## src/rtl/pdt_pkg.sv

```systemverilog
// Package: register map, field positions, reset values and types for the PWM dead-time and pin block
package pdt_pkg;

  // ---------------------------------------------------------------------------
  // Register offsets
  // ---------------------------------------------------------------------------
  localparam logic [7:0] PDT_PRESCALE_COUNT_ADDR = 8'hE5;
  localparam logic [7:0] PDT_EDGE_ENABLE_ADDR    = 8'hE6;
  localparam logic [7:0] PDT_OUT_MODE_BRAKE_ADDR = 8'hE7;
  localparam logic [7:0] PDT_OPTION_ADDR         = 8'hF0;
  localparam logic [7:0] PDT_IRQ_STATUS_ADDR     = 8'hF1;
  localparam logic [7:0] PDT_IRQ_ENABLE_ADDR     = 8'hF2;
  localparam logic [7:0] PDT_IRQ_CLEAR_ADDR      = 8'hF3;

  // ---------------------------------------------------------------------------
  // Reset values and field positions
  // ---------------------------------------------------------------------------
  localparam logic [7:0] PDT_EDGE_ENABLE_RST    = 8'h00;
  localparam logic [7:0] PDT_PRESCALE_COUNT_RST = 8'h00;
  localparam logic [3:0] PDT_OUT_MODE_RST       = 4'h0;
  localparam logic [1:0] PDT_OPTION_RST         = 2'h0;
  localparam int         PDT_EDGE_LSB           = 4;
  localparam int         PDT_MODE_LSB           = 4;
  localparam int         PDT_BRAKE_BIT          = 0;
  localparam int         PDT_PRESC_LSB          = 6;
  localparam int         PDT_PAIRS              = 4;
  localparam int         PDT_CHANS              = 8;
  localparam logic [3:0] PDT_PRESC_RST          = 4'h0;

  // Interrupt status bits
  localparam int PDT_IRQ_BRAKE = 0;
  localparam int PDT_IRQ_DT    = 1;

  // ---------------------------------------------------------------------------
  // Types
  // ---------------------------------------------------------------------------
  typedef struct packed {
    logic [3:0] edge_fall;
    logic [3:0] dt_en;
  } pdt_edge_enable_t;

  typedef struct packed {
    logic [1:0] presc_sel;
    logic [5:0] dt_count;
  } pdt_prescale_count_t;

  typedef struct packed {
    logic [7:0] addr;
    logic [7:0] wdata;
    logic       wr;
    logic       rd;
  } pdt_bus_req_t;

  typedef enum logic [1:0] {
    PDT_ST_IDLE  = 2'b00,
    PDT_ST_DELAY = 2'b01,
    PDT_ST_ON    = 2'b10
  } pdt_state_t;

endpackage : pdt_pkg

```

## src/rtl/pdt_prescaler.sv

```systemverilog
// Dead-time clock prescaler: one-cycle enable at oscillator / 2, 4, 8 or 16
`timescale 1ns/1ps
module pdt_prescaler
  import pdt_pkg::*;
(
  // Clock and reset
  input  wire logic       i_mclk,
  input  wire logic       i_rst,
  // Control
  input  wire logic [1:0] i_sel,
  // Enable out
  output logic            o_tick
);

  logic [3:0] cnt_reg;
  logic [3:0] cnt_next;
  wire  [3:0] limit = 4'((5'd2 << i_sel) - 5'd1);
  wire        wrap  = (cnt_reg >= limit);

  assign cnt_next = wrap ? PDT_PRESC_RST : cnt_reg + 4'h1;
  assign o_tick   = wrap;

  always_ff @(posedge i_mclk) begin
    if (i_rst) cnt_reg <= PDT_PRESC_RST;
    else       cnt_reg <= cnt_next;
  end

  tick_period_a: assert property (@(posedge i_mclk) disable iff (i_rst)
    o_tick && i_sel == 2'b00 ##1 i_sel == 2'b00 [*2] |-> o_tick && !$past(o_tick))
    else $error("prescaler divide by two wrong");

endmodule : pdt_prescaler

```

## src/rtl/pdt_pair.sv

```systemverilog
// One complementary pair with optional dead-time insertion on a chosen edge
`timescale 1ns/1ps
module pdt_pair
  import pdt_pkg::*;
(
  // Clock and reset
  input  wire logic       i_mclk,
  input  wire logic       i_rst,
  // Control
  input  wire logic       i_tick,
  input  wire logic       i_active,
  input  wire logic       i_edge_fall,
  input  wire logic [5:0] i_count,
  // Comparator level
  input  wire logic       i_cmp,
  // Pair outputs
  output logic            o_even,
  output logic            o_odd
);

  pdt_state_t st_reg;
  pdt_state_t st_next;
  logic [6:0] cnt_reg;
  logic [6:0] cnt_next;
  logic       even_reg;
  logic       odd_reg;

  // Edge chosen for the delay: rising of comparator or falling of it
  wire        src     = i_edge_fall ? ~i_cmp : i_cmp;
  wire        done    = i_tick && (cnt_reg == 7'(i_count));

  always_comb begin
    st_next  = st_reg;
    cnt_next = cnt_reg;
    case (st_reg)
      PDT_ST_IDLE: begin
        cnt_next = 7'd0;
        if (src) st_next = PDT_ST_DELAY;
      end
      PDT_ST_DELAY: begin
        if (!src) st_next = PDT_ST_IDLE;
        else if (done) st_next = PDT_ST_ON;
        else if (i_tick) cnt_next = cnt_reg + 7'd1;
      end
      PDT_ST_ON: begin
        if (!src) st_next = PDT_ST_IDLE;
      end
      default: st_next = PDT_ST_IDLE;
    endcase
  end

  // On the chosen edge the falling output follows at once; the rising one waits out the dead time
  wire on_lvl = (st_reg == PDT_ST_ON) && src;
  wire a_lvl  = i_edge_fall ? ~src : on_lvl;
  wire b_lvl  = i_edge_fall ? on_lvl : ~src;
  wire even_n = i_active ? a_lvl : i_cmp;
  wire odd_n  = i_active ? b_lvl : ~i_cmp;

  always_ff @(posedge i_mclk) begin
    if (i_rst) begin
      st_reg   <= PDT_ST_IDLE;
      cnt_reg  <= 7'd0;
      even_reg <= 1'b0;
      odd_reg  <= 1'b1;
    end else begin
      st_reg   <= st_next;
      cnt_reg  <= cnt_next;
      even_reg <= even_n;
      odd_reg  <= odd_n;
    end
  end

  assign o_even = even_reg;
  assign o_odd  = odd_reg;

  no_overlap_a: assert property (@(posedge i_mclk) disable iff (i_rst)
    i_active |=> !(o_even && o_odd))
    else $error("pair outputs overlap during dead time");
  plain_compl_a: assert property (@(posedge i_mclk) disable iff (i_rst)
    !i_active |=> (o_even == $past(i_cmp)) && (o_odd == !$past(i_cmp)))
    else $error("pair outputs not complementary");

endmodule : pdt_pair

```

## src/rtl/pdt_top.sv

```systemverilog
// PWM dead-time insertion, output-mode pin gating and external brake flag
//
// How it works
// - Bits 7-4 pick falling or rising delay edge.
// - Bits 3-0 enable dead time per pair.
// - Dead time only in complementary pair mode.
// - Inactive insertion gives exact undelayed complements.
// - Enabled insertion delays only the low-to-high transition on the chosen edge.
// - Edge and enable fields reset to zero.
// - Mode bit 7 gates channels 0, 2, 4.
// - Mode bit 6 gates channels 1, 3, 5.
// - Bits 5 and 4 gate channels 6, 7.
// - Brake pin sets flag until software clears.
// - Option, mode, latch choose pin structure internally.
// - External execution forces push-pull memory access.
// - Reset clears mode bits; pins start tri-stated.
// - Dead-time clock is oscillator over 2..16.
// - Dead time lasts count plus one ticks.
//
// Decided for this implementation: the strobed register port.
`timescale 1ns/1ps
module pdt_top
  import pdt_pkg::*;
(
  // Clock and reset
  input  wire logic                 i_mclk,
  input  wire logic                 i_rst,
  // Register port
  input  wire logic [7:0]           i_addr,
  input  wire logic [7:0]           i_wdata,
  input  wire logic                 i_wr,
  input  wire logic                 i_rd,
  output logic      [7:0]           o_rdata,
  // PWM sources and pair mode
  input  wire logic [PDT_CHANS-1:0] i_pwm_cmp,
  input  wire logic [PDT_PAIRS-1:0] i_pair_compl,
  // System state
  input  wire logic                 i_ext_exec,
  input  wire logic                 i_ext_data_out,
  input  wire logic [PDT_CHANS-1:0] i_ext_addr_out,
  input  wire logic [PDT_CHANS-1:0] i_port_latch_bit,
  input  wire logic                 i_brake_pin,
  // Pins
  output logic      [PDT_CHANS-1:0] o_pin_out,
  output logic      [PDT_CHANS-1:0] o_pin_oe,
  output logic      [PDT_CHANS-1:0] o_pin_pullup,
  output logic      [PDT_CHANS-1:0] o_pin_strong,
  // Interrupt
  output logic                      o_irq
);

  // ---------------------------------------------------------------------------
  // Registers
  // ---------------------------------------------------------------------------
  pdt_edge_enable_t    deadtime_edge_enable_reg;
  pdt_prescale_count_t deadtime_prescale_count_reg;
  logic [3:0]          out_mode_reg;
  logic                brake_flag_reg;
  logic [1:0]          option_reg;
  logic [1:0]          irq_status_reg;
  logic [1:0]          irq_enable_reg;
  logic [7:0]          rdata_reg;
  logic                brake_prev_reg;
  logic [1:0]          irq_status_next;
  logic                brake_flag_next;

  pdt_bus_req_t req;
  assign req = '{addr: i_addr, wdata: i_wdata, wr: i_wr, rd: i_rd};

  // ---------------------------------------------------------------------------
  // Address decode
  // ---------------------------------------------------------------------------
  function automatic logic hit(input pdt_bus_req_t r, input logic [7:0] a);
    hit = (r.addr == a);
  endfunction : hit

  wire wr_pc   = req.wr && hit(req, PDT_PRESCALE_COUNT_ADDR);
  wire wr_ee   = req.wr && hit(req, PDT_EDGE_ENABLE_ADDR);
  wire wr_mb   = req.wr && hit(req, PDT_OUT_MODE_BRAKE_ADDR);
  wire wr_opt  = req.wr && hit(req, PDT_OPTION_ADDR);
  wire wr_ien  = req.wr && hit(req, PDT_IRQ_ENABLE_ADDR);
  wire wr_iclr = req.wr && hit(req, PDT_IRQ_CLEAR_ADDR);

  // ---------------------------------------------------------------------------
  // Events
  // ---------------------------------------------------------------------------
  wire brake_evt = i_brake_pin && !brake_prev_reg;
  wire [PDT_PAIRS-1:0] dt_on = deadtime_edge_enable_reg.dt_en & i_pair_compl;
  wire dt_cfg_evt = wr_ee && (|(req.wdata[3:0] & i_pair_compl));

  // Set beats the software clear in the same cycle
  assign brake_flag_next = (i_brake_pin) ? 1'b1 :
                           (wr_mb && !req.wdata[PDT_BRAKE_BIT]) ? 1'b0 :
                           brake_flag_reg;
  assign irq_status_next = (irq_status_reg & ~(wr_iclr ? req.wdata[1:0] : 2'b00))
                           | {dt_cfg_evt, brake_evt};

  // ---------------------------------------------------------------------------
  // Read mux
  // ---------------------------------------------------------------------------
  wire [7:0] rd_mux =
    hit(req, PDT_PRESCALE_COUNT_ADDR) ? deadtime_prescale_count_reg :
    hit(req, PDT_EDGE_ENABLE_ADDR)    ? deadtime_edge_enable_reg :
    hit(req, PDT_OUT_MODE_BRAKE_ADDR) ? {out_mode_reg, 3'b000, brake_flag_reg} :
    hit(req, PDT_OPTION_ADDR)         ? {6'h00, option_reg} :
    hit(req, PDT_IRQ_STATUS_ADDR)     ? {6'h00, irq_status_reg} :
    hit(req, PDT_IRQ_ENABLE_ADDR)     ? {6'h00, irq_enable_reg} :
    8'h00;

  always_ff @(posedge i_mclk) begin
    if (i_rst) begin
      deadtime_edge_enable_reg    <= PDT_EDGE_ENABLE_RST;
      deadtime_prescale_count_reg <= PDT_PRESCALE_COUNT_RST;
      out_mode_reg                <= PDT_OUT_MODE_RST;
      option_reg                  <= PDT_OPTION_RST;
      brake_flag_reg              <= 1'b0;
      brake_prev_reg              <= 1'b0;
      irq_status_reg              <= 2'b00;
      irq_enable_reg              <= 2'b00;
      rdata_reg                   <= 8'h00;
    end else begin
      if (wr_pc)  deadtime_prescale_count_reg <= req.wdata;
      if (wr_ee)  deadtime_edge_enable_reg    <= req.wdata;
      if (wr_mb)  out_mode_reg                <= req.wdata[7:PDT_MODE_LSB];
      if (wr_opt) option_reg                  <= req.wdata[1:0];
      if (wr_ien) irq_enable_reg              <= req.wdata[1:0];
      brake_flag_reg <= brake_flag_next;
      brake_prev_reg <= i_brake_pin;
      irq_status_reg <= irq_status_next;
      rdata_reg      <= req.rd ? rd_mux : 8'h00;
    end
  end

  assign o_rdata = rdata_reg;
  assign o_irq   = |(irq_status_reg & irq_enable_reg);

  // ---------------------------------------------------------------------------
  // Dead-time datapath
  // ---------------------------------------------------------------------------
  logic                 dt_tick;
  logic [PDT_CHANS-1:0] pair_out;

  pdt_prescaler u_presc (
    .i_mclk (i_mclk),
    .i_rst  (i_rst),
    .i_sel  (deadtime_prescale_count_reg.presc_sel),
    .o_tick (dt_tick)
  );

  genvar g;
  generate
    for (g = 0; g < PDT_PAIRS; g++) begin : g_pair
      pdt_pair u_pair (
        .i_mclk      (i_mclk),
        .i_rst       (i_rst),
        .i_tick      (dt_tick),
        .i_active    (dt_on[g]),
        .i_edge_fall (deadtime_edge_enable_reg.edge_fall[g]),
        .i_count     (deadtime_prescale_count_reg.dt_count),
        .i_cmp       (i_pwm_cmp[2*g]),
        .o_even      (pair_out[2*g]),
        .o_odd       (pair_out[2*g+1])
      );
    end
  endgenerate

  // Non-complementary pairs pass channels straight; registered for clean data
  logic [PDT_CHANS-1:0] chan_reg;
  wire  [PDT_CHANS-1:0] compl_mask = {{2{i_pair_compl[3]}}, {2{i_pair_compl[2]}},
                                      {2{i_pair_compl[1]}}, {2{i_pair_compl[0]}}};
  always_ff @(posedge i_mclk) begin
    if (i_rst) chan_reg <= '0;
    else       chan_reg <= i_pwm_cmp;
  end
  wire [PDT_CHANS-1:0] chan_src = (compl_mask & pair_out) | (~compl_mask & chan_reg);

  // ---------------------------------------------------------------------------
  // Pin structure
  // ---------------------------------------------------------------------------
  // Per-channel mode enable from grouped bits
  wire [PDT_CHANS-1:0] mode_en = {out_mode_reg[0], out_mode_reg[1],
                                  out_mode_reg[2], out_mode_reg[3],
                                  out_mode_reg[2], out_mode_reg[3],
                                  out_mode_reg[2], out_mode_reg[3]};
  wire [PDT_CHANS-1:0] opt_en  = {4{option_reg[1], option_reg[0]}};   // 1 = quasi-bidirectional with pull-up, 0 = push-pull
  wire [PDT_CHANS-1:0] ext_val = i_ext_data_out ? i_ext_addr_out : i_ext_addr_out;

  wire [PDT_CHANS-1:0] pp      = mode_en & ~opt_en;
  wire [PDT_CHANS-1:0] quasi   = mode_en & opt_en;
  wire [PDT_CHANS-1:0] io_val  = i_port_latch_bit;
  wire [PDT_CHANS-1:0] pwm_sel = pp & ~i_port_latch_bit;

  // Quasi pins drive only a low; a high is left to the pull-up
  assign o_pin_out    = i_ext_exec ? ext_val :
                        ((pwm_sel & chan_src) | (~pwm_sel & io_val));
  assign o_pin_oe     = i_ext_exec ? {PDT_CHANS{1'b1}} :
                        (pp | (quasi & ~io_val));
  assign o_pin_pullup = i_ext_exec ? '0 : quasi;
  assign o_pin_strong = i_ext_exec ? ~opt_en : '0;

  // ---------------------------------------------------------------------------
  // Checks
  // ---------------------------------------------------------------------------
  brake_set_a: assert property (@(posedge i_mclk) disable iff (i_rst)
    i_brake_pin |=> brake_flag_reg)
    else $error("brake flag not set by pin");
  brake_hold_a: assert property (@(posedge i_mclk) disable iff (i_rst)
    brake_flag_reg && !(wr_mb && !req.wdata[0]) |=> brake_flag_reg)
    else $error("brake flag lost without clear");
  reserved_zero_a: assert property (@(posedge i_mclk) disable iff (i_rst)
    req.rd && hit(req, PDT_OUT_MODE_BRAKE_ADDR) |=> o_rdata[3:1] == 3'b000)
    else $error("reserved bits not zero");
  reset_clear_a: assert property (@(posedge i_mclk)
    $past(i_rst) |-> out_mode_reg == 4'h0 && deadtime_edge_enable_reg == 8'h00)
    else $error("reset did not clear mode or edge bits");
  tristate_a: assert property (@(posedge i_mclk) disable iff (i_rst)
    !i_ext_exec && !out_mode_reg[3] |-> !o_pin_oe[0] && !o_pin_oe[2] && !o_pin_oe[4])
    else $error("even group drives while disabled");
  odd_gate_a: assert property (@(posedge i_mclk) disable iff (i_rst)
    !i_ext_exec && !out_mode_reg[2] |-> !o_pin_oe[1] && !o_pin_oe[3] && !o_pin_oe[5])
    else $error("odd group drives while disabled");
  single_gate_a: assert property (@(posedge i_mclk) disable iff (i_rst)
    !i_ext_exec |-> (!o_pin_oe[6] || out_mode_reg[1]) && (!o_pin_oe[7] || out_mode_reg[0]))
    else $error("single channel drives while disabled");
  ext_pp_a: assert property (@(posedge i_mclk) disable iff (i_rst)
    i_ext_exec |-> &o_pin_oe)
    else $error("external access not push-pull");
  ext_value_a: assert property (@(posedge i_mclk) disable iff (i_rst)
    i_ext_exec |-> o_pin_out == i_ext_addr_out && o_pin_strong == ~opt_en)
    else $error("external access value or drive wrong");
  pwm_route_a: assert property (@(posedge i_mclk) disable iff (i_rst)
    !i_ext_exec && out_mode_reg[0] && !option_reg[1] && !i_port_latch_bit[7]
      |-> o_pin_oe[7] && o_pin_out[7] == chan_src[7])
    else $error("pwm channel seven not routed");
  quasi_low_a: assert property (@(posedge i_mclk) disable iff (i_rst)
    !i_ext_exec |-> (o_pin_oe & o_pin_pullup & o_pin_out) == '0)
    else $error("quasi pin drives high");
  mode_write_a: assert property (@(posedge i_mclk) disable iff (i_rst)
    wr_mb |=> {out_mode_reg, 4'h0} == ($past(i_wdata) & 8'hF0))
    else $error("mode bits not written");
  edge_write_a: assert property (@(posedge i_mclk) disable iff (i_rst)
    wr_ee |=> deadtime_edge_enable_reg == $past(i_wdata))
    else $error("edge and enable bits not written");
  compl_pair_a: assert property (@(posedge i_mclk) disable iff (i_rst)
    i_pair_compl[0] && !dt_on[0] |=> pair_out[1] == !pair_out[0])
    else $error("inactive pair not complementary");

  cov_brake_c:  cover property (@(posedge i_mclk) disable iff (i_rst) brake_evt ##1 o_irq);
  cov_dt_c:     cover property (@(posedge i_mclk) disable iff (i_rst) dt_on[0] && i_pwm_cmp[0] ##5 pair_out[0]);
  cov_quasi_c:  cover property (@(posedge i_mclk) disable iff (i_rst) o_pin_pullup[1]);
  cov_ext_c:    cover property (@(posedge i_mclk) disable iff (i_rst) i_ext_exec && |o_pin_strong);
  cov_slow_c:   cover property (@(posedge i_mclk) disable iff (i_rst)
    deadtime_prescale_count_reg.presc_sel == 2'b11 && dt_tick);

endmodule : pdt_top

```

## config.mk

```make
export PLATFORM = sky130hd
export DESIGN_NAME = pdt_top
export DESIGN_NICKNAME = d
export VERILOG_FILES = /design/src/rtl/pdt_pkg.sv /design/src/rtl/pdt_prescaler.sv /design/src/rtl/pdt_pair.sv /design/src/rtl/pdt_top.sv
export SDC_FILE = /design/constraint.sdc
export NUM_CORES = 1
export LEC_CHECK = 0
export ABC_AREA = 1
export BUFFER_PORTS_ARGS = -buffer_cell sky130_fd_sc_hd__buf_2
export CORE_MARGIN = 1.5
export CORE_UTILIZATION = 30
export CTS_CLUSTER_SIZE = 12
export DETAILED_ROUTE_END_ITERATION = 8
export PLACE_DENSITY_LB_ADDON = 0.05
export SLEW_MARGIN = 25
export SYNTH_ARGS = -nofsm -noshare
export SYNTH_HDL_FRONTEND = slang
export SYNTH_SLANG_ARGS = --single-unit
export TNS_END_PERCENT = 10
```

## constraint.sdc

```tcl
create_clock -name i_mclk -period 2 [get_ports i_mclk]
set_clock_uncertainty 0.15 [all_clocks]
set_input_delay 0.4 -clock i_mclk [delete_from_list [all_inputs] [get_ports i_mclk]]
set_output_delay 0.4 -clock i_mclk [all_outputs]
set_load 0.005 [all_outputs]
```

==> results.md <==
- Placed cell area: 0.00580 mm^2
- NetSw: 1.31 mW
- Initial antenna violation count: 0
- Post-synth top cells: nand2_1 (171), inv_1 (105), dfxtp_1 (92)
- Clock power share: 41.5%
- Tightest Hold Check Type: in -> reg
- Sw frac: 27.8%
- Initial DRC count: 223
- GRT Resource Usage Total: 17.3%
- Ys flop type: dfxtp_1
- Worst skew pair latency: 0.34 ns
- R2r endpoint: g_pair[2].u_pair.cnt_reg[0]
- EDFF count, synth: 0
- Reg-to-Reg Start: deadtime_prescale_count_reg[6]
- WP data arrival: 1.29 ns
- Met1 wire length: 7530 um
- Critical path data required time: 1.45 ns
- CTS root buffer: clkbuf_16
- Routed Antenna Nets: 0
- I/O pin total: 92
- Top cell type's share of synthesized area: 35.9%
- Hold Buf Count CTS: 0
- CP Launch Type: flop
- Max IR drop VDD: 755 uV
- Routability congestion estimate: 0.798
- Worst r2r path cells: 10
- Seq/Total Area, Yosys: 35.9%
- # Max-Cap Violations: 0
- Tmin final: 1.84 ns
- Clock buffer depth: 2
- WL/cell: 14.3 um
- P_int: 3.39 mW
- Pre-antenna DRT Iters: 4
- Synthesized cell area: 0.00513 mm^2
- PostCTS Resize Cnt: 0
- Fillers: 1,807
- R2R setup slack: 0.16 ns
- RSZ-0062 raised after global routing: no
- FF+latch area: 0.00184 mm^2
- Final period util: 91.9%
- Vias per Instance: 4.60
- Die Area: 0.0179 mm^2
- Synth top area cells: dfxtp_1 (36%), nand2_1 (13%), inv_1 (7.7%)
- WL final: 15,200 um
- Synth area leader: dfxtp_1
- Share of layout cells above drive strength 1: 18.8%
- Most common cell in the netlist: nand2_1
- Power per Cell Area: 762 mW/mm^2
- Flop pwr share: 41.4%
- Gate Count Post-Synth: 756
- Clock Pin Slew Worst Setup and Hold Paths: 0.07 ns
- Distinct cells, synth: 41
- CP Max Fanout: 4
- Worst Setup End Kind: output port
- Rel. slew slack: 72.6%
- Syn nets: 815
- Fin nets: 902
- Count of clock tree sinks: 92
- Pre-CTS setup slack: 0.0420 ns
- Flops & latches, synth: 92
- Critical path origin: out_mode_reg[2]
- Status: finished, final reports clean
- TNS Setup: 0 ns
- Die W: 134 um
- Final setup violating endpoints: 0
- Port-buffer cells: 90
- Worst slew pin tran: 0.411 ns
- Final Util: 37.0%
- Synth-to-Final Area Change: 20.2%
- WL met3: 421 um
- Setup Fix Bufs, Post-CTS: 0
- Hold Path Origin: i_pwm_cmp[1]
- Die Y: 134 um
- Design Area, Final: 0.00616 mm^2
- Worst Slack Setup Final: 0.161 ns
- Fin. max-slew vios: 0
- Share of synthesized registers carrying an async set or reset: 0%
- CTS tree: yes
- Kind of critical path: reg -> out
- Initial core utilization: 30.8%
- Num CTS Buffers: 9
- Multi-input gate area: 0.00273 mm^2
- First-pass GRT wire length: 24,200 um
- Vias in the first global route: 4,668
- Htree depth: 3
- Fmax: 544 MHz
- DRC viols: 0
- Core area: 0.0166 mm^2
- Maximum number of pins on one net before global-route repair: 33
- Avg Cell Area, Syn: 6.78 um^2
- Synth Warn #: 0
- Fin. Hold Viols: 0
- Routed vias: 4,917
- HPWL Detailed: 11,800 um
- Routed length on met2: 7240 um
- Core Rows: 47
- Max FFs per register: 28
- Worst hold margin: 0.110 ns
- ANT cells: 0
- GRT overflow: 0
- End of the worst hold path: chan_reg[1]
- Worst hold path depth: 3
- Leakage: 2.65 nW
- Uppermost routed layer: met4
- Comb pwr share: 17.0%
[worst max path at each step]
stage                     depth (start not counted)  slack, ns                          end
after detailed placement                          8       0.04  g_pair[1].u_pair.cnt_reg[5]
after global placement                            9       0.11  g_pair[2].u_pair.cnt_reg[1]
after CTS                                         9       0.02  g_pair[2].u_pair.cnt_reg[1]
after global routing                              8       0.01  g_pair[3].u_pair.cnt_reg[2]
final                                             5       0.16                 o_pin_out[1]
after floorplan                                   5       0.18              o_pin_strong[2]
[through the flow]
step	power, mW	cells
after floorplan	2.53	756
after global placement	2.75	1052
after detailed placement	2.77	1052
after CTS	4.74	1068
after global routing	4.95	1068
final	4.70	1068
[cell type report]
| class | count | share of cell area (%) |
|---|---|---|
| clock inverter | 4 | 1.58 |
| timing repair buffer | 104 | 9.22 |
| sequential | 92 | 29.9 |
| inverter | 111 | 6.76 |
| tap | 220 | 4.47 |
| clock buffer | 12 | 3.84 |
| multi-input combinational | 525 | 44.2 |
[cell usage in the layout, fill, tap and decap left out, types with 3 or more instances in the layout]
cell type  Yosys  routed
nand3_1       46      46
inv_2          5       5
buf_4         12      13
clkbuf_16      0       9
nand2_4        5       4
a21oi_1       62      61
ha_1           8       8
mux2_2         3       3
nor2_1        89      87
buf_2          4      90
dfxtp_1       92      90
xor2_1        16      16
nand4_1       10      10
nand3_4        4       4
a21oi_2        5       5
nand2_2        5       5
clkbuf_1       5       3
nand2_1      171     171
o41ai_1        4       4
nor3_1        11      11
xnor2_1       11      11
nor2_2         5       6
bufinv_16      0       3
inv_1        105     105
o211ai_1       8       8
nor3b_1        4       4
o21ai_0       42      42
[cells by family after synthesis]
| kind of cell | count (synthesis) | share of synthesized area (%) |
|---|---|---|
| flip-flops | 92 | 35.9 |
| adder cells (fa/ha/maj) | 8 | 1.95 |
| XOR/XNOR | 27 | 4.61 |
| AO/OA/AOI/OAI | 131 | 14.3 |
| buffers and inverters | 139 | 11.5 |
| AND/OR/NAND/NOR | 356 | 31.0 |
| multiplexers | 3 | 0.659 |
[power by group through the flow]
stage               clock network [mW]  registers [mW]  logic [mW]
floorplan                            0            1.97       0.560
global placement                     0            1.99       0.765
detailed placement                   0            1.99       0.777
CTS                               2.02            1.95       0.780
global route                      2.09            1.95       0.904
finish                            1.95            1.95       0.799
[critical path: stages (launching register included)]
cell,delay [ns]
dfxtp_1,0.35
inv_1,0.07
nor2_2,0.15
a21oi_1,0.08
o21ai_0,0.15
buf_2,0.14
[routing by layer]
| metal | global-route usage, % | up-vias |
|---|---|---|
| met5 | 0 | - |
| met4 | 3.26 | 0 |
| met3 | 4.00 | 2 |
| met2 | 28.2 | 66 |
| met1 | 23.3 | 2267 |
| li1 | - | 2582 |
Power figures use the tool's default switching activity.
